### src/tbd_pkg.sv
// Package: register map, reset values and field layout of the touch baseline detector
//==============================================================================
// Overview of operation
// [RULE1] Settling value sets the conversion phase length; resets to a0, range 2 to 255.
// [RULE2] Settling and clock/auto-reset writes take effect only in setup mode.
// [RULE3] Host programs settling time before finger threshold and current-source settings.
// [RULE4] Clock select bits 6:5 divide oscillator by 1, 2, 4 or 8.
// [RULE5] Auto-reset set: baseline updates on every sample regardless of difference.
// [RULE6] Auto-reset clear: baseline updates only when difference is below noise threshold.
// [RULE7] Inactive sensor is candidate when difference exceeds threshold plus hysteresis.
// [RULE8] Active sensor turns inactive when difference falls below threshold minus hysteresis.
// [RULE9] Host keeps hysteresis 0 to 255 and below the finger threshold.
// [RULE10] Activation needs debounce-count consecutive samples above threshold plus hysteresis.
// [RULE11] Raw far below baseline by more than negative noise leaves baseline unchanged; here only with auto-reset clear.
// [RULE12] Count such low samples; at the reset count load baseline with raw.
// [RULE13] All tuning settings are shared by every sensor; here finger and noise thresholds come per sensor.
// [RULE14] Samples above baseline beyond the noise threshold do not update the baseline.
// [RULE15] Small positive differences fill a bucket; full bucket bumps baseline, then clears.
// [RULE16] Difference is raw minus baseline, computed once per sample before detection.
package tbd_pkg;
  //============================================================================
  // Register offsets
  localparam logic [7:0] TBD_ADDR_SETTLE = 8'h50;
  localparam logic [7:0] TBD_ADDR_CLKAR = 8'h51;
  localparam logic [7:0] TBD_ADDR_HYST = 8'h52;
  localparam logic [7:0] TBD_ADDR_DEBOUNCE = 8'h53;
  localparam logic [7:0] TBD_ADDR_NEGNOISE = 8'h54;
  localparam logic [7:0] TBD_ADDR_LOWRST = 8'h55;
  //============================================================================
  // Reset values
  localparam logic [7:0] TBD_RST_SETTLE = 8'ha0;
  localparam logic [7:0] TBD_RST_CLKAR = 8'h00;
  localparam logic [7:0] TBD_RST_HYST = 8'h0a;
  localparam logic [7:0] TBD_RST_DEBOUNCE = 8'h0a;
  localparam logic [7:0] TBD_RST_NEGNOISE = 8'h0a;
  localparam logic [7:0] TBD_RST_LOWRST = 8'h0a;
  //============================================================================
  // Fields of the clock/auto-reset register
  localparam int TBD_CLKSEL_LSB = 5;
  localparam int TBD_CLKSEL_MSB = 6;
  localparam int TBD_AUTORST_BIT = 3;
  localparam logic [7:0] TBD_CLKAR_MASK = 8'h68;
  // Settling counts below this are treated as this
  localparam logic [7:0] TBD_SETTLE_MIN = 8'h02;
endpackage

### src/tbd_touch_baseline_detect.sv
// Top: tuning registers, scan clock divider, per-sensor detection and baseline tracking
module tbd_touch_baseline_detect #(
  parameter int NUM_SENSORS = 2,
  parameter int CW = 16
) (
  // Clock and reset
  input wire logic CORE_CLK_I,
  input wire logic RST_I,
  // Register port
  input wire logic REG_WR_I,
  input wire logic [7:0] REG_ADDR_I,
  input wire logic [7:0] REG_WDATA_I,
  output logic [7:0] REG_RDATA_O,
  input wire logic SETUP_MODE_I,
  // Conversion front end
  output logic SCAN_TICK_O,
  output logic CONV_START_O,
  output logic [$clog2(NUM_SENSORS)-1:0] CONV_SENSOR_O,
  input wire logic SAMPLE_VALID_I,
  input wire logic [CW-1:0] RAW_COUNT_I,
  // Thresholds from outside: finger and noise per sensor, baseline update shared
  input wire logic [NUM_SENSORS*8-1:0] FINGER_TH_I,
  input wire logic [NUM_SENSORS*8-1:0] NOISE_TH_I,
  input wire logic [7:0] BL_UPDATE_TH_I,
  // Results
  output logic [NUM_SENSORS-1:0] SENSOR_ACTIVE_O,
  output logic [NUM_SENSORS*CW-1:0] BASELINE_O
);
  import tbd_pkg::*;

  localparam int SW = (NUM_SENSORS > 1) ? $clog2(NUM_SENSORS) : 1;

  typedef enum logic [1:0] {TBD_IDLE, TBD_SETTLE, TBD_WAIT} tbd_state_e;

  //============================================================================
  // Tuning registers (shared by all sensors)
  logic [7:0] settling_time;
  logic [7:0] scan_clock_autoreset;
  logic [7:0] detect_hysteresis;
  logic [7:0] activation_debounce;
  logic [7:0] negative_noise_threshold;
  logic [7:0] low_baseline_reset_count;

  always_ff @(posedge CORE_CLK_I or posedge RST_I)
  begin
    if (RST_I)
    begin
      settling_time <= TBD_RST_SETTLE; // [RULE1]
      scan_clock_autoreset <= TBD_RST_CLKAR;
      detect_hysteresis <= TBD_RST_HYST; // [RULE7]
      activation_debounce <= TBD_RST_DEBOUNCE;
      negative_noise_threshold <= TBD_RST_NEGNOISE;
      low_baseline_reset_count <= TBD_RST_LOWRST;
    end
    else if (REG_WR_I)
    begin
      unique case (REG_ADDR_I)
        TBD_ADDR_SETTLE: if (SETUP_MODE_I) settling_time <= REG_WDATA_I; // [RULE2]
        TBD_ADDR_CLKAR: if (SETUP_MODE_I) scan_clock_autoreset <= REG_WDATA_I & TBD_CLKAR_MASK; // [RULE2]
        TBD_ADDR_HYST: detect_hysteresis <= REG_WDATA_I;
        TBD_ADDR_DEBOUNCE: activation_debounce <= REG_WDATA_I;
        TBD_ADDR_NEGNOISE: negative_noise_threshold <= REG_WDATA_I;
        TBD_ADDR_LOWRST: low_baseline_reset_count <= REG_WDATA_I;
        default: ;
      endcase
    end
  end

  always_comb
  begin
    unique case (REG_ADDR_I)
      TBD_ADDR_SETTLE: REG_RDATA_O = settling_time;
      TBD_ADDR_CLKAR: REG_RDATA_O = scan_clock_autoreset;
      TBD_ADDR_HYST: REG_RDATA_O = detect_hysteresis;
      TBD_ADDR_DEBOUNCE: REG_RDATA_O = activation_debounce;
      TBD_ADDR_NEGNOISE: REG_RDATA_O = negative_noise_threshold;
      TBD_ADDR_LOWRST: REG_RDATA_O = low_baseline_reset_count;
      default: REG_RDATA_O = 8'h00;
    endcase
  end

  //============================================================================
  // Scan clock divider: a one-cycle tick at oscillator/1, /2, /4 or /8
  logic [2:0] div_cnt;
  logic [2:0] div_mask;
  logic auto_baseline_reset;

  assign auto_baseline_reset = scan_clock_autoreset[TBD_AUTORST_BIT];

  always_comb
  begin
    unique case (scan_clock_autoreset[TBD_CLKSEL_MSB:TBD_CLKSEL_LSB]) // [RULE4]
      2'b00: div_mask = 3'h0;
      2'b01: div_mask = 3'h1;
      2'b10: div_mask = 3'h3;
      default: div_mask = 3'h7;
    endcase
  end

  always_ff @(posedge CORE_CLK_I or posedge RST_I)
  begin
    if (RST_I)
      div_cnt <= 3'h0;
    else
      div_cnt <= (div_cnt & div_mask) == div_mask ? 3'h0 : div_cnt + 3'h1;
  end

  assign SCAN_TICK_O = (div_cnt & div_mask) == div_mask; // [RULE4]

  //============================================================================
  // Scan sequencer: settle for settle_target ticks, then await the sample
  tbd_state_e state;
  logic [7:0] settle_delay;
  logic [SW-1:0] cur_sensor;
  logic [7:0] settle_target;

  // Values below the documented floor would collapse the conversion phase
  assign settle_target = (settling_time < TBD_SETTLE_MIN) ? TBD_SETTLE_MIN : settling_time;

  always_ff @(posedge CORE_CLK_I or posedge RST_I)
  begin
    if (RST_I)
    begin
      state <= TBD_IDLE;
      settle_delay <= 8'h00;
      cur_sensor <= '0;
    end
    else
    begin
      unique case (state)
        TBD_IDLE:
        begin
          settle_delay <= 8'h00;
          state <= TBD_SETTLE;
        end
        TBD_SETTLE:
          if (SCAN_TICK_O)
          begin
            if (settle_delay + 8'h01 >= settle_target) // [RULE1]
              state <= TBD_WAIT;
            settle_delay <= settle_delay + 8'h01;
          end
        TBD_WAIT:
          if (SAMPLE_VALID_I)
          begin
            cur_sensor <= (cur_sensor == SW'(NUM_SENSORS - 1)) ? '0 : cur_sensor + SW'(1);
            state <= TBD_IDLE;
          end
      endcase
    end
  end

  assign CONV_START_O = (state == TBD_WAIT);
  assign CONV_SENSOR_O = cur_sensor[$clog2(NUM_SENSORS)-1:0];

  //============================================================================
  // Per-sensor detection and baseline, one sensor updated per sample
  logic [CW-1:0] baseline [NUM_SENSORS];
  logic [7:0] bucket [NUM_SENSORS];
  logic [7:0] debounce_count [NUM_SENSORS];
  logic [7:0] low_cnt [NUM_SENSORS];
  logic [NUM_SENSORS-1:0] active;

  logic signed [CW:0] diff;
  logic [CW-1:0] cur_base;
  logic [7:0] ft;
  logic [7:0] nt;
  logic [8:0] on_level;
  logic signed [9:0] off_level;
  logic above_on;
  logic below_off;
  logic pos_small;
  logic neg_big;

  assign cur_base = baseline[cur_sensor];
  assign ft = FINGER_TH_I[cur_sensor*8 +: 8];
  assign nt = NOISE_TH_I[cur_sensor*8 +: 8];
  assign diff = $signed({1'b0, RAW_COUNT_I}) - $signed({1'b0, cur_base}); // [RULE16]
  assign on_level = {1'b0, ft} + {1'b0, detect_hysteresis}; // [RULE13]
  assign off_level = $signed({2'b00, ft}) - $signed({2'b00, detect_hysteresis});
  assign above_on = diff > $signed({{(CW-8){1'b0}}, on_level}); // [RULE7]
  assign below_off = diff < $signed({{(CW-9){off_level[9]}}, off_level}); // [RULE8]
  assign pos_small = (diff >= 0) && (diff < $signed({{(CW-7){1'b0}}, nt})); // [RULE6]
  assign neg_big = -diff > $signed({{(CW-7){1'b0}}, negative_noise_threshold}); // [RULE11]

  always_ff @(posedge CORE_CLK_I or posedge RST_I)
  begin
    if (RST_I)
    begin
      active <= '0;
      for (int i = 0; i < NUM_SENSORS; i++)
      begin
        baseline[i] <= '0;
        bucket[i] <= 8'h00;
        debounce_count[i] <= 8'h00;
        low_cnt[i] <= 8'h00;
      end
    end
    else if (state == TBD_WAIT && SAMPLE_VALID_I)
    begin
      // Detection with hysteresis and debounce
      if (!active[cur_sensor])
      begin
        if (above_on)
        begin
          if (debounce_count[cur_sensor] + 8'h01 >= activation_debounce) // [RULE10]
          begin
            active[cur_sensor] <= 1'b1;
            debounce_count[cur_sensor] <= 8'h00;
          end
          else
            debounce_count[cur_sensor] <= debounce_count[cur_sensor] + 8'h01;
        end
        else
          debounce_count[cur_sensor] <= 8'h00; // [RULE10]
      end
      else if (below_off)
        active[cur_sensor] <= 1'b0; // [RULE8]

      // Baseline tracking
      // Auto reset must still follow deep dips, so the low hold applies only with it off
      if (neg_big && !auto_baseline_reset)
      begin
        bucket[cur_sensor] <= 8'h00;
        if (low_cnt[cur_sensor] + 8'h01 >= low_baseline_reset_count) // [RULE12]
        begin
          baseline[cur_sensor] <= RAW_COUNT_I;
          low_cnt[cur_sensor] <= 8'h00;
        end
        else
          low_cnt[cur_sensor] <= low_cnt[cur_sensor] + 8'h01; // [RULE11]
      end
      else
      begin
        low_cnt[cur_sensor] <= 8'h00;
        if (auto_baseline_reset || diff < 0)
        begin
          // Auto reset tracks every sample; small dips follow directly
          baseline[cur_sensor] <= RAW_COUNT_I; // [RULE5]
          bucket[cur_sensor] <= 8'h00;
        end
        else if (pos_small) // [RULE14]
        begin
          if ({1'b0, bucket[cur_sensor]} + {1'b0, diff[7:0]} >= {1'b0, BL_UPDATE_TH_I}) // [RULE15]
          begin
            baseline[cur_sensor] <= cur_base + CW'(1);
            bucket[cur_sensor] <= 8'h00;
          end
          else
            bucket[cur_sensor] <= bucket[cur_sensor] + diff[7:0];
        end
      end
    end
  end

  always_comb
  begin
    for (int i = 0; i < NUM_SENSORS; i++)
      BASELINE_O[i*CW +: CW] = baseline[i];
  end

  assign SENSOR_ACTIVE_O = active;
endmodule
### config.mk
export PLATFORM = sky130hd
export DESIGN_NAME = tbd_touch_baseline_detect
export DESIGN_NICKNAME = d
export VERILOG_FILES = /design/src/tbd_pkg.sv /design/src/tbd_touch_baseline_detect.sv
export SDC_FILE = /design/constraint.sdc
export NUM_CORES = 1
export LEC_CHECK = 0
export BUFFER_PORTS_ARGS = -buffer_cell sky130_fd_sc_hd__buf_2
export CAP_MARGIN = 0
export CORE_ASPECT_RATIO = 1.4
export CORE_MARGIN = 2
export CORE_UTILIZATION = 55
export DETAILED_ROUTE_END_ITERATION = 7
export PLACE_DENSITY = 0.75
export RECOVER_POWER = 50
export SKIP_LAST_GASP = 1
export SLEW_MARGIN = 15
export SYNTH_ARGS = -nofsm -noshare
export SYNTH_HDL_FRONTEND = slang
export SYNTH_SLANG_ARGS = --single-unit
### constraint.sdc
create_clock -name CORE_CLK_I -period 9.2 [get_ports CORE_CLK_I]
set_clock_uncertainty 0.2 [all_clocks]
set_input_delay 1.84 -clock CORE_CLK_I [delete_from_list [all_inputs] [get_ports CORE_CLK_I]]
set_output_delay 1.84 -clock CORE_CLK_I [all_outputs]
set_load 0.02 [all_outputs]
### After elaboration in Yosys (flattened, before gate mapping)

Index checks and enable logic that the tools add are counted.

| operators by class | value |
|---|---|
| add/subtract/negate cells | 12 |
| $lt $le $gt $ge | 15 |
| equality and inequality tests | 16 |
| shifts and indexed selects | 2 |
| mux-type cells | 53 |
| bitwise logic cells | 10 |
| reductions and logical operators | 27 |

Operator list:

| cell | number |
|---|---|
| 16-bit 2-to-1 mux | 12 |
| 32-bit 2-to-1 mux | 5 |
| 8-bit 2-to-1 mux | 12 |
| 32-bit bitwise mux | 2 |
| 16-bit AND | 3 |
| 16-bit bitwise mux | 3 |
| 8-bit by 7-bit == test with 1-bit output (second input constant) | 6 |
| 8-bit case mux with 6 select lines | 1 |
| 17-bit by 9-bit less-than comparator with 1-bit output | 2 |
| 16-bit by 5-bit indexed part select with 8-bit output | 2 |
| 8-bit by 1-bit adder with 8-bit output (second input constant) | 3 |
| 8-bit greater-or-equal comparator | 3 |
| 8-bit by 8-bit adder with 9-bit output | 2 |
| 17-bit by 1-bit greater-or-equal comparator with 1-bit output (second input constant) | 1 |
| 17-bit by 10-bit > comparator with 1-bit output | 1 |
| 17-bit by 9-bit > comparator with 1-bit output | 1 |
| 17-bit by 1-bit less-than comparator with 1-bit output (second input constant) | 1 |
| 17-bit negator | 1 |
| 16-bit by 16-bit subtractor with 17-bit output | 1 |
| 16-bit by 1-bit adder with 16-bit output (second input constant) | 1 |
| 16-bit demux with 1-bit select | 1 |
| 16-bit NOT | 1 |
| 8-bit case mux with 2 select lines | 1 |
| 2-bit AND reduction | 8 |
| 36 further kinds | 61 |

| word-level totals | value |
|---|---|
| register bits | 139 |
| output and inout port bits | 45 |
| logic and storage cells | 154 |

### Longest topological paths before layout

Gate-level depths: netlist of run 1.

| logic depth | value |
|---|---|
| depth after elaboration | 11 |
| gate-level depth with buffers | 30 |

### Worst setup path after synthesis of run 1

Ideal clock, no wire load.

| timing path | value |
|---|---|
| kind | register to register |
| start | register cur_sensor, in the netlist CONV_SENSOR_O |
| end | register baseline (netlist bit BASELINE_O[11]) |
| arrival | 7.569 ns |
| data required time | 8.875 ns |
| setup slack | 1.306 ns |
| stages on the path, launching flop included | 30 |
| buffers on the path | 10 |
| clock period less this slack | 7.894 ns |
| cells stage by stage | dfrtp_1 buf_2 buf_1 clkbuf_1 buf_1 clkbuf_1 clkbuf_1 buf_1 buf_1 o21a_1 inv_1 fa_1 xor2_1 and3_1 nor4b_1 a32oi_1 xor2_1 ha_1 a2111oi_0 o21ai_0 o2111ai_1 a21oi_1 a211oi_1 o32a_1 o221ai_2 buf_6 a211oi_4 buf_12 mux2_4 mux2_2 |

| between the ends | value |
|---|---|
| word-level cells in the longest chain between the ends | 10 |
| elaborated cells on any way between the ends | 41 |

RTL lines:

| item | RTL line | text |
|---|---|---|
| start, declared | tbd_touch_baseline_detect.sv:114 | `logic [SW-1:0] cur_sensor;` |
| start signal, assigned | tbd_touch_baseline_detect.sv:146 | `cur_sensor <= (cur_sensor == SW'(NUM_SENSORS - 1)) ? '0 : cur_sensor + SW'(1);` |
| 1-bit NOT with 2-bit output (implied by the code) | n/a |  |
| 16-bit 2-to-1 mux (implied by the code) (tied with other cells) | tbd_touch_baseline_detect.sv:175 | `assign cur_base = baseline[cur_sensor];` |
| 16-bit 2-to-1 mux (implied by the code) or 1-bit logical AND (tied branches) | n/a |  |
| 16-bit 2-to-1 mux (on tied branches) | n/a |  |
| 16-bit by 16-bit subtractor with 17-bit output (tied with other cells) | tbd_touch_baseline_detect.sv:178 | `assign diff = $signed({1'b0, RAW_COUNT_I}) - $signed({1'b0, cur_base});` |
| 17-bit negator or 32-bit bitwise mux (tied branches) | tbd_touch_baseline_detect.sv:184, tbd_touch_baseline_detect.sv:246 |  |
| 17-bit by 9-bit > comparator with 1-bit output or 32-bit 2-to-1 mux (tied branches) | tbd_touch_baseline_detect.sv:184, tbd_touch_baseline_detect.sv:244 |  |
| 1-bit logical AND or 32-bit 2-to-1 mux (tied branches) | tbd_touch_baseline_detect.sv:222, tbd_touch_baseline_detect.sv:242 |  |
| 2-bit by 1-bit != test with 1-bit output (no line) (tied with other cells) | n/a |  |
| 4-bit AND reduction (no line) or 32-bit 2-to-1 mux (tied branches) | n/a |  |
| end signal, assigned by index | tbd_touch_baseline_detect.sv:246 | `baseline[cur_sensor] <= cur_base + CW'(1);` |
| end, declared | tbd_touch_baseline_detect.sv:158 | `logic [CW-1:0] baseline [NUM_SENSORS];` |

Several ways; a longest one is shown, not always the timed one. The select of a mux whose other input is x is not followed.
A chain may end at the register's enable or synchronous reset.

### Worst setup path in the final report of run 1

| timing path | value |
|---|---|
| start | input RAW_COUNT_I[0] |
| end | register baseline (netlist bit BASELINE_O[4]) |

| between the ends | value |
|---|---|
| word-level cells in the longest chain between the ends | 6 |
| elaborated cells on any way between the ends | 17 |

RTL lines:

| item | RTL line | text |
|---|---|---|
| start, declared | tbd_touch_baseline_detect.sv:20 | `input wire logic [CW-1:0] RAW_COUNT_I,` |
| 16-bit by 16-bit subtractor with 17-bit output (*) | tbd_touch_baseline_detect.sv:178 |  |
| 17-bit negator | tbd_touch_baseline_detect.sv:184 | `assign neg_big = -diff > $signed({{(CW-7){1'b0}}, negative_noise_threshold});` |
| 17-bit by 9-bit > comparator with 1-bit output | tbd_touch_baseline_detect.sv:184 |  |
| 1-bit logical AND | tbd_touch_baseline_detect.sv:222 | `if (neg_big && !auto_baseline_reset)` |
| 2-bit by 1-bit != test with 1-bit output (no line) or 3-bit nonzero test (tied branches) | n/a |  |
| 4-bit AND reduction (no line) | n/a |  |

Mark *: on every way between the ends. The rest lies on a longest branch, timed or not.

==> results of run 1 <==
==> final timing paths <==
check	startpoint	end	slack (ns)	cells after the start
min in group asynchronous	RST_I	activation_debounce[2]	2.10	2
max in group asynchronous	RST_I	bucket[6]	2.08	3
max	RAW_COUNT_I[0]	BASELINE_O[4]	2.05	21
min reg2reg	low_cnt[14]	low_cnt[14]	0.28	2
min	low_cnt[14]	low_cnt[14]	0.28	2
max reg2reg	CONV_SENSOR_O	BASELINE_O[4]	2.54	19
==> registers in the layout (all words and copies together), names as in the netlist, named ones only <==
signal and cells:
BASELINE_O 32, CONV_SENSOR_O 1, activation_debounce 8, bucket 16
debounce_count 16, detect_hysteresis 8, div_cnt 3, low_baseline_reset_count 8
low_cnt 16, negative_noise_threshold 8, scan_clock_autoreset 3, settle_delay 8
settling_time 8, state 2
==> power by group through the flow <==
| stage | clock network, W | logic (W) | registers [W] |
|---|---|---|---|
| global route | 0.000758 | 0.000461 | 0.000669 |
| detailed placement | 0 | 0.000400 | 0.000676 |
| CTS | 0.000733 | 0.000407 | 0.000665 |
| global placement | 0 | 0.000389 | 0.000675 |
| finish | 0.000726 | 0.000405 | 0.000665 |
| floorplan | 0 | 0.000300 | 0.000668 |
==> routing by layer <==
metal / vias to the layer above / GRT usage, % / part of all wire (%)
li1: 4453 / - / -
met1: 4405 / 31.0 / 42
met2: 236 / 46.3 / 50
met3: 89 / 3.70 / 3.9
met4: 0 / 13.4 / 4.8
met5: - / 0 / 0
==> kinds of logic (layout without fill, tap and decap cells) <==
kind of cell | count (synthesis) | in the layout | synth area share (%)
compound gates | 292 | 292 | 18.0
simple gates | 283 | 283 | 13.1
mux | 140 | 140 | 14.1
flops | 139 | 139 | 31.0
buf+inv | 132 | 247 | 4.90
fa+ha+maj | 124 | 124 | 14.1
xor+xnor | 62 | 62 | 4.83
==> metrics by stage <==
stage / setup slack (ns) / instances / instance area (um^2) / hold WS [ns]
3_3_place_gp: 1.93 / 1507 / 12000 / 0.252
4_1_cts: 2.13 / 1539 / 12600 / 0.279
2_1_floorplan: 1.31 / 1172 / 11200 / 0.241
6_report: 2.05 / 1539 / 12600 / 0.281
3_5_place_dp: 1.73 / 1507 / 12000 / 0.262
5_1_grt: 0.977 / 1539 / 12600 / 0.315
==> layout make-up <==
| cell class | count | area share, % |
|---|---|---|
| Sequential cell | 139 | 27.8 |
| Tap cell | 252 | 2.51 |
| Clock buffer | 18 | 3.49 |
| Inverter | 88 | 2.64 |
| Multi-Input combinational cell | 901 | 57.3 |
| Timing Repair Buffer | 127 | 4.80 |
| Clock inverter | 14 | 1.43 |
==> critical path, delay by kind of cell <==
| kind | cells | cell delay [ns] |
|---|---|---|
| xor gates and xnor gates | 2 | 0.52 |
| buffers and inverters | 3 | 0.49 |
| AOI/OAI and AO/OA | 9 | 2.34 |
| and+or+nand+nor | 2 | 0.51 |
| adders and majority gates | 3 | 0.89 |
| muxes | 2 | 0.65 |
==> cell usage in the layout (no fill, tap or decap), drive strengths merged, types with 38 or more instances in the layout <==
cell type and count:
mux2 99, ha 120, a21o 39, dfrtp 129, clkbuf 54, mux2i 38
nand2 89, nor2 44, inv 93, a21oi 60, buf 91, o21ai 69
==> metrics.md, run 1 <==
| Metric | Value |
|---|---|
| Combinational Power Share | `around 23%` |
| Hold/Removal Path Class | `register to register` |
| FMAX | `about 140 MHz` |
| Worst EP required | `between 9 and 10 ns` |
| Post-cts resize count | `0` |
| Number of buffers created by CTS | `17` |
| Pwr Density | `143 nW/um^2` |
| Fin. max-slew vios | `about 140` |
| Clock group share of total power | `about two fifths` |
| Seq/Total Area, Yosys | `a little under a third` |
| First-pass GRT wire length | `approximately 47 mm` |
| Root Driver | `clkbuf_16` |
| YS warnings | `0` |
| Area of the mapped netlist | `11200 um^2` |
| WL/cell | `around 18 um` |
| Sequential Area | `roughly 3500 um^2` |
| # setup viols final | `0` |
| CP Launch Type | `input port` |
| RSZ-0062 raised after global routing | `no` |
| Post-route ant nets | `0` |
| Die W | `around 120 um` |
| Number of fill cells | `1741` |
| Multi-input logic area | `between 7000 and 8000 um^2` |
| N_diodes | `0` |
| Syn Area/Cell | `roughly 9.6 um^2` |
| Critical path type | `input port to register` |
| Crit Path Max Fanout | `11` |
| Most common cell in the netlist | `dfrtp_1` |
| CTS tree | `built` |
| Commonest cells post-synth | `129 x dfrtp_1, 120 x ha_1, 89 x nand2_1` |
| Ys async rst share | `100%` |
| PortBufs | `121` |
| Clock-pin slew on the worst setup and hold paths | `approximately 0.06 ns` |
| Share of Yosys cell area claimed by the top area cell type | `between 20% and 30%` |
| Endpoints failing hold | `0` |
| Vias per cell | `5.97` |
| Hold_buf cts | `0` |
| Post-layout util | `about 63%` |
| Worst path max stage delay | `0.69 ns` |
| Final period utilization | `roughly 78%` |
| Share of cells above drive strength 1 | `19.1%` |
| Ports | `around 120` |
| Number of flops mapped to enable cells by yosys | `0` |
| Vias in the first global route | `between 9000 and 10000` |
| Vias | `between 9000 and 10000` |
| Initial DRC count | `521` |
| First-pass DRT Iterations | `5` |
| Rel. slew slack | `-157%` |
| Starting density of the core | `a little under three fifths` |
| Switching Share | `roughly a third` |
| Total negative slack | `0 ns` |
| DP Wirelength | `21.2 mm` |
| Post-synthesis cell count | `roughly 1200` |
| GP Congestion | `0.905` |
| Nets | `approximately 1500` |
| Total gr overflow | `0` |
| Clock Sinks | `between 100 and 150` |
| Ranking of synthesized cells by area | `dfrtp_1 29%, ha_1 13%, mux2_2 8.6%` |
| CP Capture Type | `register` |
| Maxcap violations | `2` |
| Total Power | `roughly 0.0018 W` |
| Initial antenna violation count | `0` |
| Final Critical Period | `7.15 ns` |
| Leakage | `a little under 6 nW` |
| Synth Net Count | `roughly 1400` |
| Pin count of the biggest net entering global routing | `71` |
| Row count | `~60` |
| Netlist cell types | `a little over 80` |
| Sequential power share | `37.0%` |
| Area Growth Syn to Fin | `11.7%` |
| Cell taking the most area after synthesis | `dfrtp_1` |
| Status | `finished with violations` |
| Ys flop type | `dfrtp_1` |
| DRC Markers | `0` |
| Deepest clock path buffer count | `2` |
| Failing checks | `capacitance limit, slew limit` |
| Actual slew at the worst max-slew pin | `around 3.9 ns` |
| Maximum VDD drop | `roughly 0.00011 V` |
| H-tree Lvls | `4` |
| Core outline area | `between 15000 and 20000 um^2` |
| Gr usage total | `between 20% and 30%` |
| Die height | `approximately 170 um` |
| Post-CTS setup buffer count | `0` |
| Cell-by-cell trace of the critical path | `buf_2 > inv_1 > ha_1 > fa_1 > xor2_1 > and3_1 > nor4b_1 > a32oi_1 > xor2_1 > ha_1 > a2111oi_0 > o21ai_0 > o2111ai_1 > a21oi_1 > a211oi_1 > o32a_1 > o221ai_2 > a211oi_4 > buf_4 > mux2_2 > mux2_1` |
| Net Switching | `between 0.0005 and 0.0006 W` |
| Worst skew pair latency | `around 0.43 ns` |
| WL final | `roughly 28 mm` |
| Pint | `around 0.0012 W` |
| Yosys reg bits | `139` |
| CP arrival | `around 7.3 ns` |
| CP max stage cell | `a211oi_4` |
| Die ar. | `roughly 22000 um^2` |
Note: power is estimated with default switching activity, not from simulation.
==> run 2: changes to the inputs <==
==> constraint.sdc (replaced) <==
create_clock -name CORE_CLK_I -period 6.6 [get_ports CORE_CLK_I]
set_clock_uncertainty 0.2 [all_clocks]
set_input_delay 1.32 -clock CORE_CLK_I [delete_from_list [all_inputs] [get_ports CORE_CLK_I]]
set_output_delay 1.32 -clock CORE_CLK_I [all_outputs]
set_load 0.02 [all_outputs]
==> metrics.md, run 2 (synthesis results as in run 1) <==
| Metric | Value |
|---|---|
| Most frequent cell on the critical path | `ha_1` |
| Worst hold stages | `2 (unchanged)` |
| Failing checks | `capacitance limit, slew limit` |
| Clock-pin slew on the worst setup and hold paths | `0.07 ns (about the same)` |
| Area Growth Syn to Fin | `12.6%` |
| N_diodes | `0 (unchanged)` |
| Commonest non-fill, non-tap cell in the layout | `dfrtp_1` |
| Die W | `125 um (unchanged)` |
| Gr usage total | `26.1% (-0.11 points)` |
| CP max stage cell | `o211ai_4` |
| Die ar. | `21600 um^2 (unchanged)` |
| Crit Path Max Fanout | `16 (+5)` |
| CP arrival | `6.30 ns (-0.95 ns)` |
| Initial antenna violation count | `0 (unchanged)` |
| Vias | `9278 (+1.0%)` |
| Share of cells above drive strength 1 | `20.4% (+1.3 points)` |
| Worst EP required | `6.72 ns (-2.59 ns)` |
| Root Driver | `clkbuf_16` |
| Total gr overflow | `0 (unchanged)` |
| Fin. max-slew vios | `90 (-37%)` |
| DP Wirelength | `21.2 mm (-0.31%)` |
| PortBufs | `121 (unchanged)` |
| Nets | `1489 (+0.95%)` |
| Max reg flops | `32 (unchanged)` |
| Worst skew pair latency | `0.45 ns (+0.02 ns)` |
| CP Capture Type | `register` |
| Leakage | `6.00 nW (+0.98%)` |
| Final Critical Period | `slightly above 6 ns` |
| Initial DRC count | `500 (-4.0%)` |
| Commonest cells after routing, fill and taps aside | `128 x dfrtp_1, 119 x ha_1, 89 x nand2_1` |
| RSZ-0062 raised after global routing | `no` |
| CP Launch Type | `input port` |
| DRC Markers | `0 (unchanged)` |
| FMAX | `between 150 and 200 MHz` |
| Cell depth of the worst flop-to-flop path | `20 (+1)` |
| Core outline area | `20000 um^2 (unchanged)` |
| Final period utilization | `between 90% and 100%` |
| Total Power | `0.00248 W (+38%)` |
| # setup viols final | `0 (unchanged)` |
| Endpoints failing hold | `0 (unchanged)` |
| Number of fill cells | `1682 (-3.4%)` |
| First-pass DRT Iterations | `5 (unchanged)` |
| H-tree Lvls | `4 (unchanged)` |
| Non-filler instance count after layout | `1553 (+0.91%)` |
| Vias per cell | `5.97 (+0.12%)` |
| Post-CTS setup buffer count | `0 (unchanged)` |
| Post-cts resize count | `0 (unchanged)` |
| Total negative slack | `0 ns (unchanged)` |
| Status | `finished with violations` |
| GP Congestion | `0.896 (-0.95%)` |
| CTS tree | `built` |
| Cell-by-cell trace of the critical path | `buf_2 > inv_1 > ha_1 > fa_1 > nand2b_1 > a21boi_0 > or3_1 > and2_1 > xnor2_1 > ha_1 > a2111oi_0 > o21ai_0 > o2111ai_1 > a21oi_1 > a211oi_1 > o32a_1 > o221ai_2 > a211o_2 > o211ai_4 > mux2_2` |
| Maximum VDD drop | `0.000185 V (+65%)` |
| First-pass GRT wire length | `45.9 mm (-1.5%)` |
| Clock Sinks | `139 (unchanged)` |
| Number of buffers created by CTS | `17 (unchanged)` |
| Post-layout util | `63.3% (+0.46 points)` |
| WL final | `28.3 mm (+1.3%)` |
| Deepest clock path buffer count | `2 (unchanged)` |
| Pwr Density | `196 nW/um^2 (+37%)` |
| Hold/Removal Path Class | `register to register` |
| Starting density of the core | `56.3% (unchanged)` |
| Dpl cells | `1521 (+0.93%)` |
| Post-route ant nets | `0 (unchanged)` |
| Maxcap violations | `1 (-1)` |
| Row count | `61 (unchanged)` |
| Die height | `173 um (unchanged)` |
| Ports | `122 (unchanged)` |
| WL/cell | `18.2 um (+0.41%)` |
| Hold_buf cts | `0 (unchanged)` |
| Rel. slew slack | `-167% (-10 points)` |
| Worst path max stage delay | `0.59 ns (-0.10 ns)` |
| Vias in the first global route | `9155 (-4.1%)` |
| Critical path type | `input port to register` |
| Actual slew at the worst max-slew pin | `3.98 ns (+0.132 ns)` |
| Hold WS | `0.282 ns (+0.000603 ns)` |
| Pin count of the biggest net entering global routing | `90 (+27%)` |
run 2: where the power goes:
| part | internal (W) | switching (W) | leakage, nW | total [W] |
|---|---|---|---|---|
| registers | 0.000890 | 0.0000375 | 1.84 | 0.000928 |
| clock network | 0.000533 | 0.000438 | 0.284 | 0.000971 |
| logic | 0.000248 | 0.000329 | 3.88 | 0.000577 |
| total | 0.00167 | 0.000804 | 6.00 | 0.00248 |
run 2: critical path, delay by kind of cell:
| kind | cells | cell delay, ns |
|---|---|---|
| muxes | 1 | 0.41 |
| AOI/OAI and AO/OA | 10 | 2.61 |
| and+or+nand+nor | 3 | 0.71 |
| adders and majority gates | 3 | 0.91 |
| xor gates and xnor gates | 1 | 0.13 |
| buffers and inverters | 2 | 0.17 |
run 2: metal layers:
layer	global-route usage, %	share of wire (%)	vias up
li1	-	-	4478
met1	32.1	42	4493
met2	45.7	50	240
met3	4.01	4.1	67
met4	11.3	3.6	0
met5	0	0	-
run 2: layout make-up:
| type | instances | area, um^2 | share of cell area, % |
|---|---|---|---|
| flip-flops and latches | 139 | 3490 | 27.6 |
| multi-input cells | 901 | 7220 | 57.0 |
| repair buffers | 141 | 719 | 5.68 |
| clock buffers | 17 | 425 | 3.36 |
| well taps | 252 | 315 | 2.49 |
| clock inverters | 15 | 158 | 1.24 |
| inverters | 88 | 332 | 2.62 |
run 2: stage by stage:
stage / cell area (um^2) / setup WS [ns]
floorplan: 11300 / 0.0281
global placement: 12100 / 0.245
detailed placement: 12100 / 0.0751
CTS: 12700 / 0.509
global route: 12700 / 0.107
finish: 12700 / 0.429
run 2: final timing paths:
path / start / to / slack (ns)
max: RAW_COUNT_I[0] / BASELINE_O[18] / 0.43
min reg2reg: debounce_count[15] / debounce_count[15] / 0.28
min: debounce_count[15] / debounce_count[15] / 0.28
min in group asynchronous: RST_I / debounce_count[10] / 1.86
max in group asynchronous: RST_I / debounce_count[0] / 1.80
max reg2reg: CONV_SENSOR_O / BASELINE_O[18] / 0.53
